### config.mk
export PLATFORM = sky130hd
export DESIGN_NAME = iopif_core
export DESIGN_NICKNAME = d
export VERILOG_FILES = /design/src/hdl/iopif_pkg.sv /design/src/hdl/iopif_core.sv
export SDC_FILE = /design/constraint.sdc
export NUM_CORES = 1
export LEC_CHECK = 0
export ABC_AREA = 1
export BUFFER_PORTS_ARGS = -buffer_cell sky130_fd_sc_hd__buf_2
export CAP_MARGIN = 10
export CORE_MARGIN = 4
export CORE_UTILIZATION = 51
export DETAILED_ROUTE_END_ITERATION = 7
export GPL_TIMING_DRIVEN = 1
export PLACE_DENSITY = 0.75
export SYNTH_ARGS = -nofsm -noshare
export SYNTH_HDL_FRONTEND = slang
export SYNTH_SLANG_ARGS = --single-unit
### constraint.sdc
create_clock -name pclk -period 1.6 [get_ports pclk]
set_input_delay 0.24 -clock pclk [delete_from_list [all_inputs] [get_ports pclk]]
set_output_delay 0.24 -clock pclk [all_outputs]
set_load 0.005 [all_outputs]
### src/hdl/iopif_pkg.sv
// Package with register map, field positions and reset values of the I/O image block
package iopif_pkg;

	// Register byte offsets
	localparam logic [7:0] OFS_STATUS_WORD = 8'h00;
	localparam logic [7:0] OFS_IN_IMAGE = 8'h04;
	localparam logic [7:0] OFS_OUT_IMAGE = 8'h08;
	localparam logic [7:0] OFS_LINK_CTRL = 8'h0C;
	localparam logic [7:0] OFS_FS_POLICY = 8'h10;
	localparam logic [7:0] OFS_FS_PATTERN = 8'h14;
	localparam logic [7:0] OFS_DIAG_STORE = 8'h18;
	localparam logic [7:0] OFS_IRQ_STATUS = 8'h1C;
	localparam logic [7:0] OFS_IRQ_CLEAR = 8'h20;
	localparam logic [7:0] OFS_IRQ_ENABLE = 8'h24;

	// Status word field positions
	localparam int ST_OUT_SHORT = 0;
	localparam int ST_OUT_OVL = 1;
	localparam int ST_ACT_SHORT = 2;
	localparam int ST_ACT_UNDER = 3;
	localparam int ST_SEN_OVL = 4;
	localparam int ST_SEN_UNDER = 5;
	localparam int ST_USED = 6;

	// Diagnostic store entry positions
	localparam int DG_OVERTEMP = 0;
	localparam int DG_SEN_SURGE = 1;
	localparam int DG_SEN_OVL = 2;
	localparam int DG_ACT_SURGE = 3;
	localparam int DG_ACT_UNDER = 4;
	localparam int DG_ACT_SHORT = 5;
	localparam int DG_OUT_SHORT = 6;
	localparam int DG_OUT_OVL = 7;
	localparam int DG_COUNT = 8;

	// Interrupt status bits
	localparam int IRQ_INCOMING = 0;
	localparam int IRQ_OUTGOING = 1;
	localparam int IRQ_COUNT = 2;

	// Values after reset
	localparam logic [1:0] RST_FS_POLICY = 2'h0;
	localparam logic [15:0] RST_FS_PATTERN = 16'h0000;
	localparam logic [7:0] RST_OUT_IMAGE = 8'h00;
	localparam logic [1:0] RST_IRQ_ENABLE = 2'h0;

	// Failsafe substitute-value policy codes
	typedef enum logic [1:0] {
		IOPIF_FS_CLEAR = 2'b00,
		IOPIF_FS_SET = 2'b01,
		IOPIF_FS_HOLD = 2'b10,
		IOPIF_FS_SUBST = 2'b11
	} iopif_fs_t;

endpackage : iopif_pkg
### src/hdl/iopif_core.sv
// Process image, status word, failsafe outputs and diagnostic store with APB registers
`timescale 1ns/1ns
`default_nettype none

module iopif_core #(
	parameter int OUT_CH = 4
) (
	// APB slave
	input wire logic pclk,
	input wire logic presetn,
	input wire logic psel,
	input wire logic penable,
	input wire logic pwrite,
	input wire logic [7:0] paddr,
	input wire logic [31:0] pwdata,
	output logic [31:0] prdata,
	output logic pready,
	output logic pslverr,
	// Field pins, asynchronous
	input wire logic [3:0] in_pin4,
	input wire logic [3:0] in_pin2,
	input wire logic [OUT_CH-1:0] out_short,
	input wire logic [OUT_CH-1:0] out_overload,
	input wire logic act_short,
	input wire logic act_under,
	input wire logic act_surge,
	input wire logic sen_overload,
	input wire logic sen_under,
	input wire logic sen_surge,
	input wire logic overtemp,
	// Process image and indicators
	output logic [OUT_CH-1:0] dout,
	output logic [31:0] status_word,
	output logic [7:0] in_image,
	output logic station_fault_lamp,
	// Alarms toward the controller
	output logic alarm_incoming,
	output logic alarm_outgoing,
	output logic [7:0] alarm_entry,
	output logic irq
);

	localparam int NSYNC = 8 + 2 * OUT_CH + 7;

	logic [NSYNC-1:0] sync1_r;
	logic [NSYNC-1:0] sync2_r;
	logic [7:0] in_byte;
	logic grp_short;
	logic grp_ovl;
	logic s_act_short;
	logic s_act_under;
	logic s_act_surge;
	logic s_sen_ovl;
	logic s_sen_under;
	logic s_sen_surge;
	logic s_overtemp;
	logic [31:0] status_nxt;
	logic [7:0] diag_nxt;
	logic [7:0] diag_r;
	logic [7:0] out_image_r;
	logic link_valid_r;
	logic [1:0] fs_policy_r;
	logic [15:0] fs_pattern_r;
	logic [1:0] irq_sts_r;
	logic [1:0] irq_en_r;
	logic [OUT_CH-1:0] dout_nxt;
	logic [31:0] rdata_nxt;
	logic map_hit;
	logic wr_en;
	logic [1:0] irq_set;

	// Two-flop synchroniser for every field pin; only the second stage is read
	always_ff @(posedge pclk or negedge presetn)
	begin
		if (!presetn)
		begin
			sync1_r <= '0;
			sync2_r <= '0;
		end
		else
		begin
			sync1_r <= {overtemp, sen_surge, sen_under, sen_overload, act_surge, act_under,
				act_short, out_overload, out_short, in_pin2, in_pin4};
			sync2_r <= sync1_r;
		end
	end

	// Unpack synchronised pins
	assign s_overtemp = sync2_r[NSYNC-1];
	assign s_sen_surge = sync2_r[NSYNC-2];
	assign s_sen_under = sync2_r[NSYNC-3];
	assign s_sen_ovl = sync2_r[NSYNC-4];
	assign s_act_surge = sync2_r[NSYNC-5];
	assign s_act_under = sync2_r[NSYNC-6];
	assign s_act_short = sync2_r[NSYNC-7];
	// Channels fold into one group bit; a single channel is never singled out
	assign grp_ovl = |sync2_r[8+OUT_CH +: OUT_CH];
	assign grp_short = |sync2_r[8 +: OUT_CH];

	// Interleave connector pins into the input byte
	genvar g;
	generate
		for (g = 0; g < 4; g++)
		begin : g_in
			assign in_byte[2*g] = sync2_r[g];
			assign in_byte[2*g+1] = sync2_r[4+g];
		end
	endgenerate

	// Status word; upper bits are reserved and read zero
	always_comb
	begin
		status_nxt = '0;
		status_nxt[iopif_pkg::ST_OUT_SHORT] = grp_short;
		status_nxt[iopif_pkg::ST_OUT_OVL] = grp_ovl;
		status_nxt[iopif_pkg::ST_ACT_SHORT] = s_act_short;
		status_nxt[iopif_pkg::ST_ACT_UNDER] = s_act_under;
		status_nxt[iopif_pkg::ST_SEN_OVL] = s_sen_ovl;
		status_nxt[iopif_pkg::ST_SEN_UNDER] = s_sen_under;
	end

	// Process input words refreshed on every clock
	always_ff @(posedge pclk or negedge presetn)
	begin
		if (!presetn)
		begin
			status_word <= '0;
			in_image <= '0;
		end
		else
		begin
			status_word <= status_nxt;
			in_image <= in_byte;
		end
	end

	// Diagnostic sources, one entry each
	always_comb
	begin
		diag_nxt = '0;
		diag_nxt[iopif_pkg::DG_OVERTEMP] = s_overtemp;
		diag_nxt[iopif_pkg::DG_SEN_SURGE] = s_sen_surge;
		diag_nxt[iopif_pkg::DG_SEN_OVL] = s_sen_ovl;
		diag_nxt[iopif_pkg::DG_ACT_SURGE] = s_act_surge;
		diag_nxt[iopif_pkg::DG_ACT_UNDER] = s_act_under;
		diag_nxt[iopif_pkg::DG_ACT_SHORT] = s_act_short;
		diag_nxt[iopif_pkg::DG_OUT_SHORT] = grp_short;
		diag_nxt[iopif_pkg::DG_OUT_OVL] = grp_ovl;
	end

	// Store follows the conditions; edges become alarms with the entry mask
	always_ff @(posedge pclk or negedge presetn)
	begin
		if (!presetn)
		begin
			diag_r <= '0;
			alarm_incoming <= 1'b0;
			alarm_outgoing <= 1'b0;
			alarm_entry <= '0;
			station_fault_lamp <= 1'b0;
		end
		else
		begin
			diag_r <= diag_nxt;
			alarm_incoming <= |(diag_nxt & ~diag_r);
			alarm_outgoing <= |(diag_r & ~diag_nxt);
			alarm_entry <= diag_nxt ^ diag_r;
			station_fault_lamp <= |diag_nxt;
		end
	end

	// APB decode; access cycle completes with pready high
	assign wr_en = psel && penable && pready && pwrite;
	always_comb
	begin
		map_hit = 1'b1;
		rdata_nxt = '0;
		case (paddr)
			iopif_pkg::OFS_STATUS_WORD: rdata_nxt = status_word;
			iopif_pkg::OFS_IN_IMAGE: rdata_nxt = {24'h000000, in_image};
			iopif_pkg::OFS_OUT_IMAGE: rdata_nxt = {24'h000000, out_image_r};
			iopif_pkg::OFS_LINK_CTRL: rdata_nxt = {31'h00000000, link_valid_r};
			iopif_pkg::OFS_FS_POLICY: rdata_nxt = {30'h00000000, fs_policy_r};
			iopif_pkg::OFS_FS_PATTERN: rdata_nxt = {16'h0000, fs_pattern_r};
			iopif_pkg::OFS_DIAG_STORE: rdata_nxt = {24'h000000, diag_r};
			iopif_pkg::OFS_IRQ_STATUS: rdata_nxt = {30'h00000000, irq_sts_r};
			iopif_pkg::OFS_IRQ_CLEAR: rdata_nxt = '0;
			iopif_pkg::OFS_IRQ_ENABLE: rdata_nxt = {30'h00000000, irq_en_r};
			default: map_hit = 1'b0;
		endcase
	end

	// No wait state: answer is prepared in the setup cycle
	always_ff @(posedge pclk or negedge presetn)
	begin
		if (!presetn)
		begin
			pready <= 1'b0;
			pslverr <= 1'b0;
			prdata <= '0;
		end
		else
		begin
			pready <= psel && !penable;
			pslverr <= psel && !penable && !map_hit;
			prdata <= (psel && !penable && !pwrite) ? rdata_nxt : '0;
		end
	end

	// Cyclic output data and startup parameters written by the controller side
	always_ff @(posedge pclk or negedge presetn)
	begin
		if (!presetn)
		begin
			out_image_r <= iopif_pkg::RST_OUT_IMAGE;
			link_valid_r <= 1'b0;
			fs_policy_r <= iopif_pkg::RST_FS_POLICY;
			fs_pattern_r <= iopif_pkg::RST_FS_PATTERN;
			irq_en_r <= iopif_pkg::RST_IRQ_ENABLE;
		end
		else if (wr_en)
		begin
			case (paddr)
				iopif_pkg::OFS_OUT_IMAGE: out_image_r <= pwdata[7:0];
				iopif_pkg::OFS_LINK_CTRL: link_valid_r <= pwdata[0];
				iopif_pkg::OFS_FS_POLICY: fs_policy_r <= pwdata[1:0];
				iopif_pkg::OFS_FS_PATTERN: fs_pattern_r <= pwdata[15:0];
				iopif_pkg::OFS_IRQ_ENABLE: irq_en_r <= pwdata[1:0];
				default: out_image_r <= out_image_r;
			endcase
		end
	end

	// Output selection: live data while linked, otherwise the failsafe policy
	always_comb
	begin
		dout_nxt = out_image_r[OUT_CH-1:0];
		if (!link_valid_r)
		begin
			case (iopif_pkg::iopif_fs_t'(fs_policy_r))
				iopif_pkg::IOPIF_FS_CLEAR: dout_nxt = '0;
				iopif_pkg::IOPIF_FS_SET: dout_nxt = '1;
				iopif_pkg::IOPIF_FS_HOLD: dout_nxt = dout;
				iopif_pkg::IOPIF_FS_SUBST: dout_nxt = fs_pattern_r[OUT_CH-1:0];
				default: dout_nxt = '0;
			endcase
		end
	end

	// Output register; hold keeps what was last driven
	always_ff @(posedge pclk or negedge presetn)
	begin
		if (!presetn)
			dout <= '0;
		else
			dout <= dout_nxt;
	end

	// Sticky alarm events; a new event wins over a clear in the same cycle
	assign irq_set = {alarm_outgoing, alarm_incoming};
	always_ff @(posedge pclk or negedge presetn)
	begin
		if (!presetn)
			irq_sts_r <= '0;
		else if (wr_en && paddr == iopif_pkg::OFS_IRQ_CLEAR)
			irq_sts_r <= (irq_sts_r & ~pwdata[1:0]) | irq_set;
		else
			irq_sts_r <= irq_sts_r | irq_set;
	end

	// Level interrupt, one cycle behind the status
	always_ff @(posedge pclk or negedge presetn)
	begin
		if (!presetn)
			irq <= 1'b0;
		else
			irq <= |(irq_sts_r & irq_en_r);
	end
endmodule : iopif_core

`default_nettype wire

== Yosys cells after proc, flatten, opt, wreduce, memory -nomap -nowiden ==
Index checks and enable logic that the tools add are counted.

* $lt $le $gt $ge: 0
* Divide/modulo/power cells: 0
* Shift-type cells: 0
* Reduce and logical (&&, ||, !) cells: 24
* Multiply operators: 0
* Add/subtract/negate cells: 0
* Bitwise logic cells: 10
* Eq/ne operators: 13
* Multiplexer cells: 6

{| class="wikitable"
|+ Operator list
! kind !! number
|-
| $pmux W16 S9 || 1
|-
| $eq A8 B5 Y1 const B || 4
|-
| $mux W32 || 1
|-
| $and A8 B8 Y8 || 2
|-
| $eq A8 B4 Y1 const B || 2
|-
| $eq A8 B6 Y1 const B || 2
|-
| $not A8 Y8 || 2
|-
| $reduce_or A8 Y1 || 2
|-
| $reduce_or A14 Y1 || 1
|-
| $pmux W4 S3 || 1
|-
| $reduce_and A2 Y1 || 5
|-
| $reduce_or A10 Y1 || 1
|-
| $eq A8 B3 Y1 const B || 1
|-
| $logic_not A8 Y1 || 1
|-
| $reduce_or A4 Y1 || 2
|-
| $xor A8 B8 Y8 || 1
|-
| $logic_and A1 B1 Y1 || 7
|-
| $and A2 B2 Y2 || 2
|-
| $eq A2 B2 Y1 const B || 2
|-
| $mux W4 || 1
|-
| $or A2 B2 Y2 || 2
|-
| $logic_not A1 Y1 || 3
|-
| $eq A2 B1 Y1 const B || 1
|-
| $logic_not A2 Y1 || 1
|-
| 5 further kinds || 5
|}

* Bits in registers: 149
* Bits in read-only memories: 0
* Memories kept: 0
* Output and inout bits: 90
* Input port bits: 68
* Word-level logic and storage cells: 73
* Memory bits (writable): 0
* Bits in latches: 0

== Longest topological paths before layout ==
* Depth after elaboration: 5
* Gate-level depth with buffers: 10
* Depth with buffers taken out: 9

== Least setup slack after synthesis ==
No wires, ideal clock.

* Path kind: register to register
* Start point: reg pready
* End point: reg irq_sts_r[0]
* Required time: 1.477 ns
* Library setup time: 0.123 ns
* Cell stages (with the launch flop): 7
* Data arrival time: 1.096 ns
* Buffers on the path: 1
* Period minus slack after synthesis: 1.219 ns
* Slack: 0.381 ns
* Path through: dfrtp_1 nand3_1 nor2_2 buf_2 nand3_1 o21ai_0 nand2_1

* Longest elaborated chain between the ends: 4

{| class="wikitable"
|+ Ends and longest elaborated chain
! what !! line !! source
|-
| from (decl) || iopif_core.sv:17 || <nowiki>output logic pready,</nowiki>
|-
| from (signal assigned) || iopif_core.sv:204 || <nowiki>pready <= psel && !penable;</nowiki>
|-
| $logic_and A1 B1 Y1 (2 in a row) || iopif_core.sv:173 || <nowiki>assign wr_en = psel && penable && pready && pwrite;</nowiki>
|-
| $logic_and A1 B1 Y1 || iopif_core.sv:265 || <nowiki>else if (wr_en && paddr == iopif_pkg::OFS_IRQ_CLEAR)</nowiki>
|-
| $mux W2 || iopif_core.sv:265 ||
|-
| to (signal assigned) || iopif_core.sv:266 || <nowiki>irq_sts_r <= (irq_sts_r & ~pwdata[1:0]) | irq_set;</nowiki>
|-
| to (signal assigned) || iopif_core.sv:268 || <nowiki>irq_sts_r <= irq_sts_r | irq_set;</nowiki>
|-
| to (decl) || iopif_core.sv:64 || <nowiki>logic [1:0] irq_sts_r;</nowiki>
|}

Every way passes these cells.
A chain may end at the register's enable or synchronous reset.

== Final worst setup path ==
* Start point: in penable
* End point: reg out_image_r[7]

* Longest elaborated chain between the ends: 4

{| class="wikitable"
|+ Ends and longest elaborated chain
! what !! line !! source
|-
| from (decl) || iopif_core.sv:12 || <nowiki>input wire logic penable,</nowiki>
|-
| $logic_and A1 B1 Y1 (3 in a row) || iopif_core.sv:173 ||
|-
| $reduce_and A2 Y1 (no source line) || n/a ||
|-
| to (signal assigned) || iopif_core.sv:215 || <nowiki>out_image_r <= iopif_pkg::RST_OUT_IMAGE;</nowiki>
|-
| to (signal assigned) || iopif_core.sv:224 || <nowiki>iopif_pkg::OFS_OUT_IMAGE: out_image_r <= pwdata[7:0];</nowiki>
|-
| to (signal assigned) || iopif_core.sv:229 || <nowiki>default: out_image_r <= out_image_r;</nowiki>
|-
| to (decl) || iopif_core.sv:60 || <nowiki>logic [7:0] out_image_r;</nowiki>
|}

Every way passes these cells.

==> flow_summary.json <==
{
  "cts_max_level": 4,
  "ant_nets": 0,
  "cp-startpoint": "penable",
  "grt_overflow": 0,
  "cts_made_buffers": 17,
  "p_total_mw": 7.95,
  "ys_seq_area_share_pct": 61.7,
  "synth_warnings": 0,
  "root_buffer": "clkbuf_8",
  "ir_drop_v": 0.000974,
  "grt_pass1_vias": 3831,
  "place_congestion": 0.841,
  "antenna_found_initial": 0,
  "crit_fanout": 16,
  "n_antenna_cell": 0,
  "hold_viol_final": 0,
  "setup-tns-final_ps": 0,
  "comb_power_share_pct": 5.3,
  "switching_power_mw": 1.68,
  "period_share_pct": 88.5,
  "grt_usage_pct": 21.0,
  "die_w_um": 109,
  "synth_seq_cells": 128,
  "run_status": "finished, final reports clean",
  "clock_power_share_pct": 51.9,
  "drt-initial-drc-count": 223,
  "skew_ps": 9.72,
  "cp-end-kind": "flip-flop",
  "dieArea_um2": 11900,
  "powerDensity_nw_per_um2": 1180,
  "cts_tree": "built",
  "postCtsSetupRepairBufs": 0,
  "layout-drive-gt1-share_pct": 25.8,
  "die_y_um": 109,
  "fill_cells": 732,
  "vias_per_cell": 4.65,
  "dr_total_vias": 3716,
  "rsz0062_at_grt": "false",
  "dr.pass1.iters": 4,
  "synth_area_um2": 5190,
  "worstPathArrival_ps": 1840,
  "finalMaxSlewViolations": 0,
  "io_buffers": 99,
  "clockBufferDepth": 2,
  "final_cells": 799,
  "clkTransAtPathRegs_ps": 60,
  "critPathLaunchType": "input port",
  "switching_share_pct": 21.2,
  "drcViolationCount": 0,
  "dp.cells": 727,
  "syn_inst": 500,
  "dp_worst_setup_slack_ps": -39.0,
  "p_int_mw": 6.27,
  "syn-mean-instance-area_um2": 10.4,
  "insertion_delay_ps": 520,
  "dp_hpwl_um": 7490,
  "layout_setup_ws_ps": 183,
  "area_growth_pct": 30.0,
  "required_ps": 2020,
  "min_path_type": "input port to flip-flop",
  "core-area_um2": 9820,
  "setup_violations": 0,
  "cts_sinks": 128,
  "wl_per_cell_um": 14.5,
  "wl_um": 11600,
  "min_from": "psel",
  "leakage_nw": 3.59,
  "path_class": "input port to flip-flop",
  "grt_pass1_wl_um": 18600,
  "min_period_ps": 1420,
  "layout_common_cells": "dfrtp_1, nand2_1, buf_2",
  "cap_violations": 0,
  "max_freq_mhz": 706,
  "r2r-start": "pready",
  "grt_max_degree": 44,
  "seq_power_share_pct": 42.8,
  "synth_cell_types": 27,
  "final_common_cell": "dfrtp_1",
  "initial_utilization_pct": 52.8,
  "fin_nets": 737,
  "rows": 36,
  "io_pins": 158
}
[Yosys cell counts, drive strengths merged]
cell type / n / share of area, %
o21bai: 1 / 0.14
o31ai: 1 / 0.14
nor3: 1 / 0.096
conb: 1 / 0.072
nand3: 31 / 3.0
ha: 16 / 3.9
a22oi: 3 / 0.43
inv: 57 / 4.1
clkbuf: 1 / 0.072
buf: 54 / 7.9
a21oi: 1 / 0.096
nand2: 116 / 9.1
o211ai: 3 / 0.43
nor2: 48 / 4.8
dfrtp: 128 / 62
nor4: 5 / 0.60
o21ai: 33 / 3.4
[flip-flops by register name, indices dropped and copies added (netlist names), 4 cells and up]
register / flops
sync2_r: 23
out_image_r: 8
in_image: 8
sync1_r: 23
dout: 4
diag_r: 7
alarm_entry: 8
prdata: 16
fs_pattern_r: 16
[layer usage]
metal	global-route usage (%)	vias up	routed length [um]
met5	0	-	0
li1	-	1779	-
met3	6.16	17	770
met1	24.6	1781	4460
met4	8.66	0	202
met2	36.1	139	6150
[cell type report]
cell class                 instances  area, um^2  area share (%)
sequential                       128        3200            47.5
multi-input combinational        301        1520            22.5
timing repair buffer             148        1000            14.9
clock buffer                      19         432            6.40
inverter                          57         214            3.17
clock inverter                    13         208            3.08
tap                              133         166            2.47
[worst paths after layout]
kind / end / slack, ps / cells past startpoint
worst max register to register: out_image_r[7] / 180 / 4
worst max-delay path: out_image_r[7] / 180 / 6
worst min register to register: sync2_r[0] / 350 / 0
min in group asynchronous: in_image[5] / 200 / 2
max in group asynchronous: sync2_r[9] / 830 / 3
worst min-delay path: pslverr / 80 / 5
[what timing repair did]
action                     4_1_cts  5_1_grt
hold endpoints to repair        71        0
gates resized for setup          0        1
setup endpoints to repair        0        9
hold buffers                    40        0
[kinds of logic (layout without fill, tap and decap cells)]
| kind of cell | count (synthesis) | in the layout | synth area share, % |
|---|---|---|---|
| AO/OA/AOI/OAI | 42 | 42 | 4.65 |
| adder cells (fa/ha/maj) | 16 | 16 | 3.86 |
| buffers and inverters | 112 | 237 | 12.1 |
| flip-flops | 128 | 128 | 61.7 |
| other | 1 | 42 | 0.0723 |
| AND/OR/NAND/NOR | 201 | 201 | 17.6 |
[worst max-delay path: stages]
cell           delay [ps]
dlygate4sd3_1         520
buf_2                 110
nand3_1                70
nor2_2                360
nand2_2               290
o21ai_0               240
[power by group through the flow]
| stage | clock network, mW | logic, mW | registers [mW] |
|---|---|---|---|
| 2_1_floorplan | 0 | 0.200 | 3.44 |
| 3_3_place_gp | 0 | 0.333 | 3.45 |
| 3_5_place_dp | 0 | 0.341 | 3.46 |
| 4_1_cts | 4.20 | 0.422 | 3.40 |
| 5_1_grt | 4.36 | 0.477 | 3.41 |
| 6_report | 4.13 | 0.420 | 3.40 |
[stage by stage]
| stage | util [%] | instance area (um^2) | hold WS (ps) |
|---|---|---|---|
| after global placement | 58.0 | 5700 | 203 |
| after floorplan | - | 5340 | -55.6 |
| after global routing | 68.7 | 6740 | 92.8 |
| after CTS | 68.6 | 6740 | 48.8 |
| final | 68.7 | 6740 | 76.7 |
| after detailed placement | 58.0 | 5700 | 207 |
Power figures use the tool's default switching activity.
